===== config.mk =====
export PLATFORM = sky130hd
export DESIGN_NAME = fcd_flash_command_decoder
export DESIGN_NICKNAME = d
export VERILOG_FILES = /design/src/fcd_pkg.sv /design/src/fcd_flash_command_decoder.sv
export SDC_FILE = /design/constraint.sdc
export NUM_CORES = 1
export LEC_CHECK = 0
export BUFFER_PORTS_ARGS = -buffer_cell sky130_fd_sc_hd__buf_2
export CORE_MARGIN = 5
export CORE_UTILIZATION = 45
export CTS_BUF_LIST = sky130_fd_sc_hd__clkbuf_8 sky130_fd_sc_hd__clkbuf_16
export CTS_CLUSTER_SIZE = 24
export DETAILED_ROUTE_END_ITERATION = 7
export GPL_TIMING_DRIVEN = 1
export PLACE_DENSITY = 0.73
export RECOVER_POWER = 100
export REMOVE_ABC_BUFFERS = 1
export SLEW_MARGIN = 20
export SYNTH_ARGS = -nofsm -noshare
export SYNTH_HDL_FRONTEND = slang
export SYNTH_SLANG_ARGS = --single-unit

===== constraint.sdc =====
create_clock -name core_clk -period 2.05 [get_ports core_clk]
set_clock_uncertainty 0.1 [all_clocks]
set_input_delay 0.3075 -clock core_clk [delete_from_list [all_inputs] [get_ports core_clk]]
set_output_delay 0.3075 -clock core_clk [all_outputs]
set_load 0.03 [all_outputs]

===== src/fcd_pkg.sv =====
// Package for the flash command decoder: command codes, state encoding and bus carriers.
// Assumes a 16-bit CPU bus with word-addressed even byte addresses.
package fcd_pkg;

    localparam int          ADDR_W       = 20;
    localparam logic [7:0]  CMD_READ_ARR = 8'hff;
    localparam logic [7:0]  CMD_READ_STS = 8'h70;
    localparam logic [7:0]  CMD_CLR_STS  = 8'h50;
    localparam logic [7:0]  CMD_PROGRAM  = 8'h40;
    localparam logic [7:0]  CMD_ERASE    = 8'h20;
    localparam logic [7:0]  CMD_ERASE_OK = 8'hd0;
    localparam int          STS_BIT4     = 4;
    localparam int          STS_BIT5     = 5;
    localparam logic [7:0]  STS_RESET    = 8'h80;
    localparam logic [1:0]  CTL_FLAGS_RST = 2'h0;

    typedef enum logic [2:0] {
        FCD_ARRAY   = 3'b000,
        FCD_STATUS  = 3'b001,
        FCD_PROG_WD = 3'b010,
        FCD_ERASE_C = 3'b011
    } fcd_state_t;

    typedef struct packed {
        logic              wr;
        logic              rd;
        logic [ADDR_W-1:0] addr;
        logic [15:0]       wdata;
    } fcd_bus_t;

    typedef struct packed {
        logic              go;
        logic [ADDR_W-1:0] addr;
        logic [15:0]       data;
    } fcd_op_t;

endpackage : fcd_pkg


===== src/fcd_flash_command_decoder.sv =====
// Flash command decoder: turns CPU bus writes into array read, status, program and erase actions.
// Assumes the CPU drives one access per cycle, synchronous to core_clk, with flash
// array data and sequencer status supplied by the surrounding flash macro.
//
// Overview of operation
// - Commands and data are 16-bit accesses to even addresses in the user ROM area.
// - Only the low byte of a command write is decoded; the high byte is ignored.
// - Writing FF hex enters array read mode and following reads return array words.
// - Array read mode holds until 70, 40 or 20 hex is written.
// - After writing 70 hex the next read returns the 8-bit status on the low data bits.
// - Writing 50 hex clears the two upper control flags and status bits 4 and 5.
// - Programming writes 40 hex and then the data word to the same even address.
// - Erase writes 20 hex anywhere and then D0 hex to the block's highest even address.
`timescale 1ns/1ps

module fcd_flash_command_decoder (
    // Clock and reset
    input  wire logic                   core_clk,
    input  wire logic                   reset_n,
    // CPU bus
    input  wire fcd_pkg::fcd_bus_t      cpu_bus,
    input  wire logic                   in_user_rom,
    output logic [15:0]                 cpu_rdata,
    // Flash array and sequencer status
    input  wire logic [15:0]            array_rdata,
    input  wire logic [7:0]             seq_status,
    input  wire logic                   set_status_bit4,
    input  wire logic                   set_status_bit5,
    input  wire logic                   set_ctl_flags,
    input  wire logic                   erase_write_mode_one,
    // Operations to the sequencer
    output fcd_pkg::fcd_op_t            program_op,
    output fcd_pkg::fcd_op_t            erase_op,
    output logic [7:0]                  status_read_value,
    output logic                        flash_ctl0_flag_bit6,
    output logic                        flash_ctl0_flag_bit7,
    output logic                        bad_access
);

    // ************************************************************
    // Decode
    // ************************************************************
    fcd_pkg::fcd_state_t     state_q, state_d;
    logic [fcd_pkg::ADDR_W-1:0] program_target_address_q, program_target_address_d;
    fcd_pkg::fcd_op_t        prog_q, prog_d, erase_q, erase_d;
    logic [15:0]             rdata_q, rdata_d;
    logic                    st4_q, st4_d, st5_q, st5_d;
    logic [1:0]              ctl_q, ctl_d;
    logic                    bad_q, bad_d;
    logic                    legal;
    logic [7:0]              cmd;
    logic [7:0]              sts_view;

    // Odd or out-of-area accesses are dropped so a stray byte write never starts a sequence.
    assign legal    = in_user_rom && !cpu_bus.addr[0];
    assign cmd      = cpu_bus.wdata[7:0];
    assign sts_view = {seq_status[7:6], st5_q, st4_q, seq_status[3:0]};

    always_comb begin
        state_d  = state_q;
        program_target_address_d = program_target_address_q;
        prog_d   = '0;
        erase_d  = '0;
        rdata_d  = rdata_q;
        st4_d    = st4_q | set_status_bit4;
        st5_d    = st5_q | set_status_bit5;
        ctl_d    = ctl_q | {2{set_ctl_flags}};
        bad_d    = (cpu_bus.wr || cpu_bus.rd) && !legal;
        if (cpu_bus.rd && legal) begin
            if (state_q == fcd_pkg::FCD_STATUS) begin
                rdata_d = {8'h00, sts_view};
            end else begin
                rdata_d = array_rdata;
            end
        end
        if (cpu_bus.wr && legal) begin
            case (state_q)
                fcd_pkg::FCD_PROG_WD: begin
                    // A different address means the word is not meant for this program cycle.
                    if (cpu_bus.addr == program_target_address_q) begin
                        prog_d.go   = 1'b1;
                        prog_d.addr = cpu_bus.addr;
                        prog_d.data = cpu_bus.wdata;
                    end
                    state_d = fcd_pkg::FCD_ARRAY;
                end
                fcd_pkg::FCD_ERASE_C: begin
                    if (cmd == fcd_pkg::CMD_ERASE_OK) begin
                        erase_d.go   = 1'b1;
                        erase_d.addr = cpu_bus.addr;
                        erase_d.data = cpu_bus.wdata;
                    end
                    state_d = fcd_pkg::FCD_ARRAY;
                end
                default: begin
                    if (cmd == fcd_pkg::CMD_READ_ARR) begin
                        state_d = fcd_pkg::FCD_ARRAY;
                    end else if (cmd == fcd_pkg::CMD_READ_STS) begin
                        state_d = fcd_pkg::FCD_STATUS;
                    end else if (cmd == fcd_pkg::CMD_CLR_STS) begin
                        // Clear loses to a same-cycle set so no event goes missing.
                        st4_d = set_status_bit4;
                        st5_d = set_status_bit5;
                        ctl_d = {2{set_ctl_flags}};
                    end else if (cmd == fcd_pkg::CMD_PROGRAM) begin
                        state_d = fcd_pkg::FCD_PROG_WD;
                        program_target_address_d = cpu_bus.addr;
                    end else if (cmd == fcd_pkg::CMD_ERASE) begin
                        state_d = fcd_pkg::FCD_ERASE_C;
                    end
                end
            endcase
        end
    end

    always_ff @(posedge core_clk or negedge reset_n) begin
        if (!reset_n) begin
            state_q  <= fcd_pkg::FCD_ARRAY;
            program_target_address_q <= '0;
            prog_q   <= '0;
            erase_q  <= '0;
            rdata_q  <= 16'h0000;
            st4_q    <= 1'b0;
            st5_q    <= 1'b0;
            ctl_q    <= fcd_pkg::CTL_FLAGS_RST;
            bad_q    <= 1'b0;
        end else begin
            state_q  <= state_d;
            program_target_address_q <= program_target_address_d;
            prog_q   <= prog_d;
            erase_q  <= erase_d;
            rdata_q  <= rdata_d;
            st4_q    <= st4_d;
            st5_q    <= st5_d;
            ctl_q    <= ctl_d;
            bad_q    <= bad_d;
        end
    end

    assign cpu_rdata            = rdata_q;
    assign program_op           = prog_q;
    assign erase_op             = erase_q;
    assign status_read_value    = sts_view;
    assign flash_ctl0_flag_bit6 = ctl_q[0];
    assign flash_ctl0_flag_bit7 = ctl_q[1];
    assign bad_access           = bad_q;

    // ************************************************************
    // Checks
    // ************************************************************
    property p_prog_pair;
        @(posedge core_clk) disable iff (!reset_n)
        program_op.go |-> $past(state_q) == fcd_pkg::FCD_PROG_WD
            && program_op.addr == $past(program_target_address_q);
    endproperty
    a_prog_pair: assert property (p_prog_pair) else $error("program without 40h setup");

    property p_erase_pair;
        @(posedge core_clk) disable iff (!reset_n)
        erase_op.go |-> $past(state_q) == fcd_pkg::FCD_ERASE_C && erase_op.data[7:0] == 8'hd0;
    endproperty
    a_erase_pair: assert property (p_erase_pair) else $error("erase without confirm");

    property p_abandon;
        @(posedge core_clk) disable iff (!reset_n)
        (state_q == fcd_pkg::FCD_ERASE_C && cpu_bus.wr && legal && cmd != 8'hd0)
            |=> !erase_op.go && state_q == fcd_pkg::FCD_ARRAY;
    endproperty
    a_abandon: assert property (p_abandon) else $error("bad erase confirm not dropped");

    property p_status_read;
        @(posedge core_clk) disable iff (!reset_n)
        (state_q == fcd_pkg::FCD_STATUS && cpu_bus.rd && legal)
            |=> cpu_rdata == {8'h00, $past(sts_view)};
    endproperty
    a_status_read: assert property (p_status_read) else $error("status read wrong");

    property p_array_read;
        @(posedge core_clk) disable iff (!reset_n)
        (state_q == fcd_pkg::FCD_ARRAY && cpu_bus.rd && legal)
            |=> cpu_rdata == $past(array_rdata);
    endproperty
    a_array_read: assert property (p_array_read) else $error("array read wrong");

    property p_hold_array;
        @(posedge core_clk) disable iff (!reset_n)
        (state_q == fcd_pkg::FCD_ARRAY && !cpu_bus.wr) |=> state_q == fcd_pkg::FCD_ARRAY;
    endproperty
    a_hold_array: assert property (p_hold_array) else $error("left array mode");

    property p_clear;
        @(posedge core_clk) disable iff (!reset_n)
        (state_q inside {fcd_pkg::FCD_ARRAY, fcd_pkg::FCD_STATUS} && cpu_bus.wr && legal
            && cmd == 8'h50 && !set_status_bit4 && !set_status_bit5 && !set_ctl_flags)
            |=> !st4_q && !st5_q && ctl_q == 2'h0;
    endproperty
    a_clear: assert property (p_clear) else $error("clear status failed");

    property p_set_wins;
        @(posedge core_clk) disable iff (!reset_n)
        set_status_bit4 |=> status_read_value[4];
    endproperty
    a_set_wins: assert property (p_set_wins) else $error("status bit 4 set lost");

    property p_flags_set;
        @(posedge core_clk) disable iff (!reset_n)
        set_ctl_flags |=> flash_ctl0_flag_bit6 && flash_ctl0_flag_bit7;
    endproperty
    a_flags_set: assert property (p_flags_set) else $error("control flag set lost");

    property p_bad_drop;
        @(posedge core_clk) disable iff (!reset_n)
        ((cpu_bus.wr || cpu_bus.rd) && !legal)
            |=> !program_op.go && !erase_op.go && $stable(cpu_rdata);
    endproperty
    a_bad_drop: assert property (p_bad_drop) else $error("refused access had effect");

    property p_high_byte;
        @(posedge core_clk) disable iff (!reset_n)
        (state_q == fcd_pkg::FCD_ARRAY && cpu_bus.wr && legal && cmd == 8'h20)
            |=> state_q == fcd_pkg::FCD_ERASE_C;
    endproperty
    a_high_byte: assert property (p_high_byte) else $error("command not decoded");

    property p_odd;
        @(posedge core_clk) disable iff (!reset_n)
        (cpu_bus.wr && cpu_bus.addr[0]) |=> $stable(state_q) && bad_access;
    endproperty
    a_odd: assert property (p_odd) else $error("odd access accepted");

endmodule : fcd_flash_command_decoder


==> impl_metrics.env, run 1 <==
export IMPL_p_int_mw=4.34
export IMPL_rows=36
export IMPL_worst_skew_pair_late_latency_ns=0.50
export IMPL_postRouteAntennaNets=0
export IMPL_swShare_pct=23.5
export IMPL_ys_ff_latch=117
export IMPL_cts_sinks=117
export IMPL_tns_ns=0
export IMPL_p_sw_mw=1.33
export IMPL_dpl_hpwl_um=7510
export IMPL_vias=3539
export IMPL_worst_ep_arrival_time_ns=2.19
export IMPL_power_frac_seq_pct=42.5
export IMPL_layoutNonFillerInstCount=752
export IMPL_fin_crit_ns=1.91
export IMPL_num_antenna_cells=0
export IMPL_place_ws_ns=-0.0762
export IMPL_chipHeight_um=111
export IMPL_area_delta_synth_final_pct=42.0
export IMPL_p_total_mw=5.67
export IMPL_power_frac_clock_pct=48.1
export IMPL_power_density_nw_per_um2=868
export IMPL_synth_area_um2=4600
export IMPL_cts_tree="done"
export IMPL_synth_main_ff_cell="dfrtp_1"
export IMPL_die_area_um2=12300
export IMPL_synth_cells=371
export IMPL_p_leak_nw=3.23
export IMPL_vdd_ir_drop_max_v=0.000485
export IMPL_nNetsFinal=676
export IMPL_h_tree_depth=4
export IMPL_route_detailed_drc=0
export IMPL_post_synth_cell_area_avg_um2=12.4
export IMPL_min_path_cells=3
export IMPL_core_um2=9860
export IMPL_grt_max_degree=49
export IMPL_cts_buffers=17
export IMPL_setup_slack_ns=0.140
export IMPL_cts_buffer_depth=2
export IMPL_ioPinCount=170
export IMPL_post_cts_buffers=0
export IMPL_first_pass_iters=4
export IMPL_run_status="finished, final reports clean"
export IMPL_place_congestion=0.811
export IMPL_worstPathRequired_ns=2.33
export IMPL_max_slew_margin_rel_pct=8.51
export IMPL_fin_util_pct=66.2
export IMPL_critPathCaptureType="flop"
export IMPL_hold_path_class="input port to flop"
export IMPL_synthDistinctLibCells=34
export IMPL_first_global_vias=3891
export IMPL_period_share_pct=93.2
export IMPL_synth_edf_count=0
export IMPL_synth_warnings=0
export IMPL_holdWs_ns=0.0277
export IMPL_rsz0062_at_grt="false"
export IMPL_postRouteWirelength_um=11300
export IMPL_ctsRootBufferMaster="clkbuf_8"
export IMPL_via_per_inst=4.71
export IMPL_clkTransAtPathRegs_ns=0.06
export IMPL_slew_violations=0
export IMPL_ys_seq_area_share_pct=63.7
export IMPL_die_x_um=111
export IMPL_drive_above_1_share_pct=19.4
export IMPL_worst_pin_slew_ns=1.37
export IMPL_antenna_found_initial=0
export IMPL_wl_per_cell_um=15.1
export IMPL_crit_path_max_fanout=2
export IMPL_ys_async_sr_fraction_pct=100
export IMPL_nFillCells=793
export IMPL_grt_overflow_total=0
export IMPL_crit_type="input port to flop"
export IMPL_hold_viol_final=0
export IMPL_combPwrFrac_pct=9.4
export IMPL_setup_viol=0
export IMPL_grtUsageTotal_pct=19.0
export IMPL_start_util_pct=46.6
export IMPL_dpl_instance_area_um2=5620
export IMPL_start_kind="input port"
export IMPL_final_area_um2=6530
export IMPL_clock_fmax_ghz=0.524
export IMPL_place_inst=669
export IMPL_numPortBuffers=166
export IMPL_r2r_cells=4
export IMPL_grt_pass1_wl_um=18900
export IMPL_drt_iter0_drc=169
export IMPL_drv_cap=0
-- flip-flops by register name, indices dropped and copies added (netlist names) --
name / flops
state_q: 2
st4_q: 1
program_op: 37
erase_op: 37
bad_access: 1
cpu_rdata: 16
program_target_address_q: 20
st5_q: 1
ctl_q: 2
-- cell usage in the layout (no fill, tap or decap), types with 2 or more instances in the layout --
cell | synthesis | layout
mux2_4 | 19 | 11
xor2_1 | 18 | 18
buf_12 | 2 | 3
clkbuf_8 | 0 | 3
buf_4 | 8 | 11
a21o_1 | 4 | 4
nor4_1 | 9 | 10
bufinv_16 | 0 | 2
mux2i_1 | 8 | 8
dfrtp_1 | 117 | 117
nand3_1 | 3 | 3
nand2b_1 | 2 | 2
inv_1 | 35 | 37
clkbuf_16 | 0 | 17
and2_1 | 27 | 21
clkbuf_1 | 11 | 105
nor2b_1 | 4 | 4
clkinv_2 | 0 | 6
nor2_1 | 4 | 4
conb_1 | 1 | 7
dlygate4sd3_1 | 0 | 51
and2_0 | 0 | 6
xnor2_1 | 2 | 2
mux2_1 | 0 | 8
buf_2 | 1 | 62
o21ai_0 | 17 | 17
nand2_1 | 29 | 29
nor3_1 | 36 | 36
-- kinds of logic after synthesis --
logic type	count (synthesis)	synth area share, %
and+or+nand+nor	121	14.6
DFF	117	63.7
buffers and inverters	59	6.40
muxes	27	7.95
AOI/OAI and AO/OA	26	3.49
xor gates and xnor gates	20	3.81
other	1	0.0816
-- final timing paths --
| path | start | endpoint | slack (ns) |
|---|---|---|---|
| worst max-delay path | cpu_bus[36] | bad_access | 0.14 |
| worst min-delay path | seq_status[2] | cpu_rdata[2] | 0.03 |
| worst max register to register | state_q[1] | program_target_address_q[4] | 0.22 |
| worst min register to register | ctl_q[0] | ctl_q[0] | 0.38 |
| max in group asynchronous | reset_n | program_op[22] | 0.41 |
| min in group asynchronous | reset_n | erase_op[5] | 0.55 |
-- power groups by stage --
stage	Sequential (mW)	Combinational, mW	Clock (mW)
3_5_place_dp	2.45	0.480	0
4_1_cts	2.41	0.557	2.79
5_1_grt	2.41	0.588	2.89
6_report	2.41	0.532	2.72
3_3_place_gp	2.44	0.469	0
2_1_floorplan	2.57	0.0982	0
-- synth_stat cells (all sizes together), types with 8 or more instances --
master / number / area share, %
clkbuf: 12 / 1.0
mux2i: 8 / 1.7
nand2: 29 / 2.4
xor2: 18 / 3.4
nor4: 11 / 2.2
inv: 35 / 2.9
o21ai: 17 / 1.9
nor3: 36 / 3.9
buf: 12 / 2.5
and2: 27 / 3.7
mux2: 19 / 6.2
dfrtp: 117 / 64
-- critical path: stages --
cell and delay (ns):
dlygate4sd3_1 0.53, clkbuf_1 0.12, nor2_1 0.08, dlygate4sd3_1 0.55, nor2_1 0.04, dlygate4sd3_1 0.56
-- routing by layer --
layer / global-route usage, % / vias up / routed length, um
li1: - / 1681 / -
met5: 0 / - / 0
met4: 6.57 / 0 / 234
met2: 31.8 / 142 / 5550
met1: 23.0 / 1694 / 4730
met3: 6.60 / 22 / 798
-- what timing repair did --
| action | in CTS | in global routing |
|---|---|---|
| resized for setup | 0 | 1 |
| endpoints found under the setup margin | 0 | 16 |
| endpoints found under the hold margin | 213 | 0 |
| hold buffers | 52 | 0 |
-- layout make-up --
type,instances,area [um2],share of cell area (%)
Inverter,35,131,2.01
Clock buffer,19,442,6.77
Multi-Input combinational cell,201,1350,20.6
Timing Repair Buffer,235,1400,21.4
Sequential cell,117,2930,44.9
Tap cell,133,166,2.55
Clock inverter,12,114,1.74
(Power assumes the default switching activity.)
==> inputs of run 2 (changes only) <==
--- a/config.mk
+++ b/config.mk
@@ -5,6 +5,7 @@
 export SDC_FILE = /design/constraint.sdc
 export NUM_CORES = 1
 export LEC_CHECK = 0
+export ABC_AREA = 1
 export BUFFER_PORTS_ARGS = -buffer_cell sky130_fd_sc_hd__buf_2
 export CORE_MARGIN = 5
 export CORE_UTILIZATION = 45
==> impl_metrics.env, run 2 <==
export IMPL_cts_buffer_depth=2
export IMPL_ys_async_sr_fraction_pct=100
export IMPL_synth_most_common_cell="dfrtp_1"
export IMPL_place_congestion=0.813
export IMPL_place_ws_ns=0.267
export IMPL_worst_ep_arrival_time_ns=2.13
export IMPL_vdd_ir_drop_max_v=0.000500
export IMPL_nNetsFinal=794
export IMPL_synthDistinctLibCells=26
export IMPL_synth_area_um2=4720
export IMPL_die_area_um2=12600
export IMPL_postRouteAntennaNets=0
export IMPL_period_share_pct=88.3
export IMPL_setup_slack_ns=0.240
export IMPL_final_common_cell="nand2_1"
export IMPL_worst_skew_pair_late_latency_ns=0.51
export IMPL_regArea_um2=2930
export IMPL_ctsRootBufferMaster="clkbuf_8"
export IMPL_crit_path_max_fanout=31
export IMPL_ys_seq_area_share_pct=62.0
export IMPL_wl_per_cell_um=13.5
export IMPL_yosys_top_cells_area="dfrtp_1, nand2_1, nor2_1"
export IMPL_synth_cells=494
export IMPL_numPortBuffers=166
export IMPL_synth_top_area_share_pct=62.0
export IMPL_postRouteWirelength_um=11800
export IMPL_drive_above_1_share_pct=18.6
export IMPL_cts_buffers=17
export IMPL_post_synth_cell_area_avg_um2=9.55
export IMPL_first_pass_iters=4
export IMPL_cpMostUsedCell="inv_1"
export IMPL_cts_sinks=117
export IMPL_route_detailed_drc=0
export IMPL_crit_type="input port to flop"
export IMPL_h_tree_depth=4
export IMPL_run_status="finished, final reports clean"
export IMPL_clock_fmax_ghz=0.553
export IMPL_grt_pass1_wl_um=19300
export IMPL_max_stage_delay_ns=0.54
export IMPL_grt_overflow_total=0
export IMPL_slew_violations=0
export IMPL_clkTransAtPathRegs_ns=0.06
export IMPL_area_delta_synth_final_pct=37.3
export IMPL_grt_max_degree=56
export IMPL_worst_pin_slew_ns=0.965
export IMPL_slowest_stage="dlygate4sd3_1"
export IMPL_drt_iter0_drc=246
export IMPL_ioPinCount=170
export IMPL_crit_chain="dlygate4sd3_1 -> buf_2 -> inv_1 -> nand2_1 -> inv_1 -> nand4_1 -> nand3b_1 -> clkbuf_2 -> nor2_1"
export IMPL_via_per_inst=4.54
export IMPL_synth_top_area_cell="dfrtp_1"
export IMPL_min_from="array_rdata[6]"
export IMPL_crit_path_end="erase_op[12]"
export IMPL_hold_path_class="input port to flop"
export IMPL_synth_main_ff_cell="dfrtp_1"
export IMPL_start_kind="input port"
export IMPL_drv_cap=0
export IMPL_final_cell_mix="nand2_1, dfrtp_1, clkbuf_1, nor2_1, inv_1"
export IMPL_setup_viol=0
export IMPL_first_global_vias=4114
export IMPL_cts_tree="done"
export IMPL_chipHeight_um=112
export IMPL_dpl_instance_area_um2=5650
export IMPL_worstPathRequired_ns=2.37
export IMPL_cp_startpoint="cpu_bus[5]"
export IMPL_vias=3973
export IMPL_synth_warnings=0
export IMPL_p_total_mw=5.95
export IMPL_rsz0062_at_grt="false"
export IMPL_ys_ff_latch=117
export IMPL_p_leak_nw=3.38
export IMPL_max_slew_margin_rel_pct=35.6
export IMPL_r2r_end="cpu_rdata[7]"
export IMPL_fin_crit_ns=1.81
export IMPL_synth_edf_count=0
export IMPL_tns_ns=0
export IMPL_rr_startpoint="state_q[1]"
export IMPL_rows=37
export IMPL_core_um2=10300
export IMPL_final_area_um2=6480
export IMPL_r2r_cells=6
export IMPL_die_x_um=112
export IMPL_fin_util_pct=63.1
export IMPL_dpl_hpwl_um=7840
export IMPL_yosys_top_cells_count="dfrtp_1, nand2_1, nor2_1"
export IMPL_nFillCells=914
export IMPL_multi_input_area_um2=1320
export IMPL_grtUsageTotal_pct=19.0
export IMPL_power_density_nw_per_um2=918
export IMPL_start_util_pct=45.9
export IMPL_r2r_slack_ns=0.38
export IMPL_critPathCaptureType="flop"
export IMPL_antenna_found_initial=0
export IMPL_hold_viol_final=0
==> run 2: what timing repair did <==
action,4_1_cts,5_1_grt
gates resized for setup,0,0
hold buffers,51,2
endpoints found under the hold margin,112,2
setup buffers,0,0
==> run 2: cell type report <==
class / count / area share [%]
Antenna cell: 1 / 0.0386
Clock buffer: 18 / 6.60
Clock inverter: 14 / 1.51
Inverter: 68 / 3.94
Multi-Input combinational cell: 294 / 20.3
Sequential cell: 117 / 45.2
Tap cell: 136 / 2.63
Timing Repair Buffer: 227 / 19.8
==> run 2: power breakdown <==
part           leakage (nW)  internal [mW]  switching (mW)
Clock                 0.271           1.60           0.996
Combinational          1.54          0.255           0.593
Sequential             1.56           2.43          0.0736
Total                  3.38           4.29            1.66
==> run 2: worst min-delay path by stage <==
stage                          to  cells past startpoint  slack, ns
floorplan              bad_access                      0      -0.09
global placement    program_op[4]                      1       0.20
detailed placement  program_op[4]                      1       0.22
CTS                  cpu_rdata[0]                      3      0.001
global route         erase_op[31]                      3      0.007
finish               cpu_rdata[6]                      3      0.005
==> run 2: through the flow <==
step | hold WS (ns) | std cells
final | 0.00507 | 875
after global routing | 0.00748 | 874
after CTS | 0.00109 | 872
after detailed placement | 0.219 | 789
after global placement | 0.203 | 789
after floorplan | -0.0881 | 479
==> run 2: logic make-up (layout without fill, tap and decap cells) <==
| group | count (synthesis) | count (layout) | share of synthesized area (%) |
|---|---|---|---|
| DFF | 117 | 117 | 62.0 |
| buffers and inverters | 89 | 327 | 8.91 |
| xor gates and xnor gates | 1 | 1 | 0.186 |
| other | 1 | 8 | 0.0795 |
| and+or+nand+nor | 234 | 234 | 22.2 |
| AOI/OAI and AO/OA | 52 | 52 | 6.55 |
==> run 2: critical path: cells and delay by family <==
kind | cells | cell delay [ns]
buffers and inverters | 5 | 1.30
AND/OR/NAND/NOR | 4 | 0.53
==> run 2: metal layers <==
metal,GRT usage [%],vias to the layer above,wire length (um)
li1,-,1945,-
met1,22.8,1869,4730
met2,32.3,130,6120
met3,4.80,29,670
met4,8.49,0,261
met5,0,-,0
==> inputs of run 3 (changes only) <==
--- a/config.mk
+++ b/config.mk
@@ -8,12 +8,12 @@
 export ABC_AREA = 1
 export BUFFER_PORTS_ARGS = -buffer_cell sky130_fd_sc_hd__buf_2
 export CORE_MARGIN = 5
-export CORE_UTILIZATION = 45
+export CORE_UTILIZATION = 49
 export CTS_BUF_LIST = sky130_fd_sc_hd__clkbuf_8 sky130_fd_sc_hd__clkbuf_16
 export CTS_CLUSTER_SIZE = 24
 export DETAILED_ROUTE_END_ITERATION = 7
 export GPL_TIMING_DRIVEN = 1
-export PLACE_DENSITY = 0.73
+export PLACE_DENSITY = 0.78
 export RECOVER_POWER = 100
 export REMOVE_ABC_BUFFERS = 1
 export SLEW_MARGIN = 20
==> impl_metrics.env, run 3 (same netlist as run 2, synthesis figures left out) <==
export IMPL_grtUsageTotal_pct=21.9
export IMPL_fin_crit_ns=1.84
export IMPL_fin_util_pct=70.0
export IMPL_cts_buffers=17
export IMPL_cts_tree="done"
export IMPL_p_leak_nw=3.38
export IMPL_holdWs_ns=0.0171
export IMPL_antenna_found_initial=0
export IMPL_worst_ep_arrival_time_ns=2.06
export IMPL_p_total_mw=6.38
export IMPL_route_detailed_drc=0
export IMPL_vdd_ir_drop_max_v=0.000611
export IMPL_crit_path_max_fanout=22
export IMPL_ioPinCount=170
export IMPL_critPathCaptureType="flop"
export IMPL_place_inst=781
export IMPL_max_slew_margin_rel_pct=30.0
export IMPL_postRouteWirelength_um=12400
export IMPL_slew_violations=0
export IMPL_first_global_vias=4137
export IMPL_die_x_um=108
export IMPL_final_cell_mix="nand2_1, dfrtp_1, clkbuf_1, nor2_1, buf_2"
export IMPL_grt_overflow_total=0
export IMPL_die_area_um2=11700
export IMPL_cts_buffer_depth=2
export IMPL_start_util_pct=50.6
export IMPL_worst_pin_slew_ns=1.05
export IMPL_vias=4020
export IMPL_drive_above_1_share_pct=19.5
export IMPL_area_delta_synth_final_pct=38.3
export IMPL_start_kind="input port"
export IMPL_final_common_cell="nand2_1"
export IMPL_first_pass_iters=4
export IMPL_worstPathRequired_ns=2.27
export IMPL_hold_viol_final=0
export IMPL_run_status="finished, final reports clean"
export IMPL_wl_per_cell_um=14.3
export IMPL_numPortBuffers=166
export IMPL_power_density_nw_per_um2=977
export IMPL_hold_path_class="input port to flop"
export IMPL_period_share_pct=89.7
export IMPL_core_um2=9330
export IMPL_dpl_hpwl_um=7600
export IMPL_rows=35
export IMPL_cts_sinks=117
export IMPL_layoutNonFillerInstCount=864
export IMPL_clock_fmax_ghz=0.544
export IMPL_place_congestion=0.826
export IMPL_post_cts_buffers=0
export IMPL_chipHeight_um=108
export IMPL_grt_max_degree=118
export IMPL_nNetsFinal=790
export IMPL_setup_viol=0
export IMPL_drt_iter0_drc=234
export IMPL_rsz0062_at_grt="false"
export IMPL_grt_pass1_wl_um=20000
export IMPL_crit_type="input port to flop"
export IMPL_via_per_inst=4.65
export IMPL_tns_ns=0
export IMPL_ctsRootBufferMaster="clkbuf_8"
export IMPL_drv_cap=0
export IMPL_h_tree_depth=4
export IMPL_cts_resized=0
export IMPL_postRouteAntennaNets=0
export IMPL_worst_skew_pair_late_latency_ns=0.50
export IMPL_clkTransAtPathRegs_ns=0.06
-- run 3: through the flow --
step                      cell area (um2)  worst slack [ns]
after global routing                 6520            0.0271
after CTS                            6740             0.253
after global placement               5640             0.342
after floorplan                      4580             0.410
after detailed placement             5640             0.298
final                                6530             0.211
-- run 3: worst max-delay path: stages --
cell and delay, ns:
dlygate4sd3_1 0.54, clkbuf_1 0.13, nand3_1 0.15, clkbuf_1 0.63
o21ai_0 0.29
-- run 3: path summary, 6_finish.rpt --
check | from | to | slack, ns | depth (start not counted)
worst min register to register | cpu_rdata[12] | cpu_rdata[12] | 0.39 | 2
worst min-delay path | cpu_bus[24] | erase_op[24] | 0.02 | 3
max in group asynchronous | reset_n | cpu_rdata[4] | 0.60 | 3
worst max register to register | state_q[1] | cpu_rdata[7] | 0.22 | 6
worst max-delay path | in_user_rom | cpu_rdata[10] | 0.21 | 5
min in group asynchronous | reset_n | cpu_rdata[3] | 0.51 | 3
-- run 3: timing repair --
item                                   CTS  global route
hold buffers                            50             0
setup endpoints to repair                0             0
endpoints found under the hold margin  187             0
-- run 3: layout make-up --
| type | count | area [um2] |
|---|---|---|
| Sequential cell | 117 | 2930 |
| Fill cell | 735 | 2800 |
| Multi-Input combinational cell | 294 | 1320 |
| Timing Repair Buffer | 223 | 1250 |
| Clock buffer | 17 | 414 |
| Inverter | 68 | 255 |
| Clock inverter | 15 | 193 |
| Tap cell | 129 | 161 |
| Antenna cell | 1 | 2.50 |
-- run 3: report_power, final --
group          switching (mW)  internal, mW
combinational           0.610         0.251
clock                    1.12          1.89
sequential             0.0778          2.43
-- run 3: layer usage --
| metal | GRT usage (%) | share of wire [%] | vias up |
|---|---|---|---|
| met4 | 8.21 | 2.5 | 0 |
| met1 | 26.1 | 39 | 1897 |
| met2 | 38.4 | 52 | 162 |
| li1 | - | - | 1933 |
| met5 | 0 | 0 | - |
| met3 | 5.43 | 6.3 | 28 |
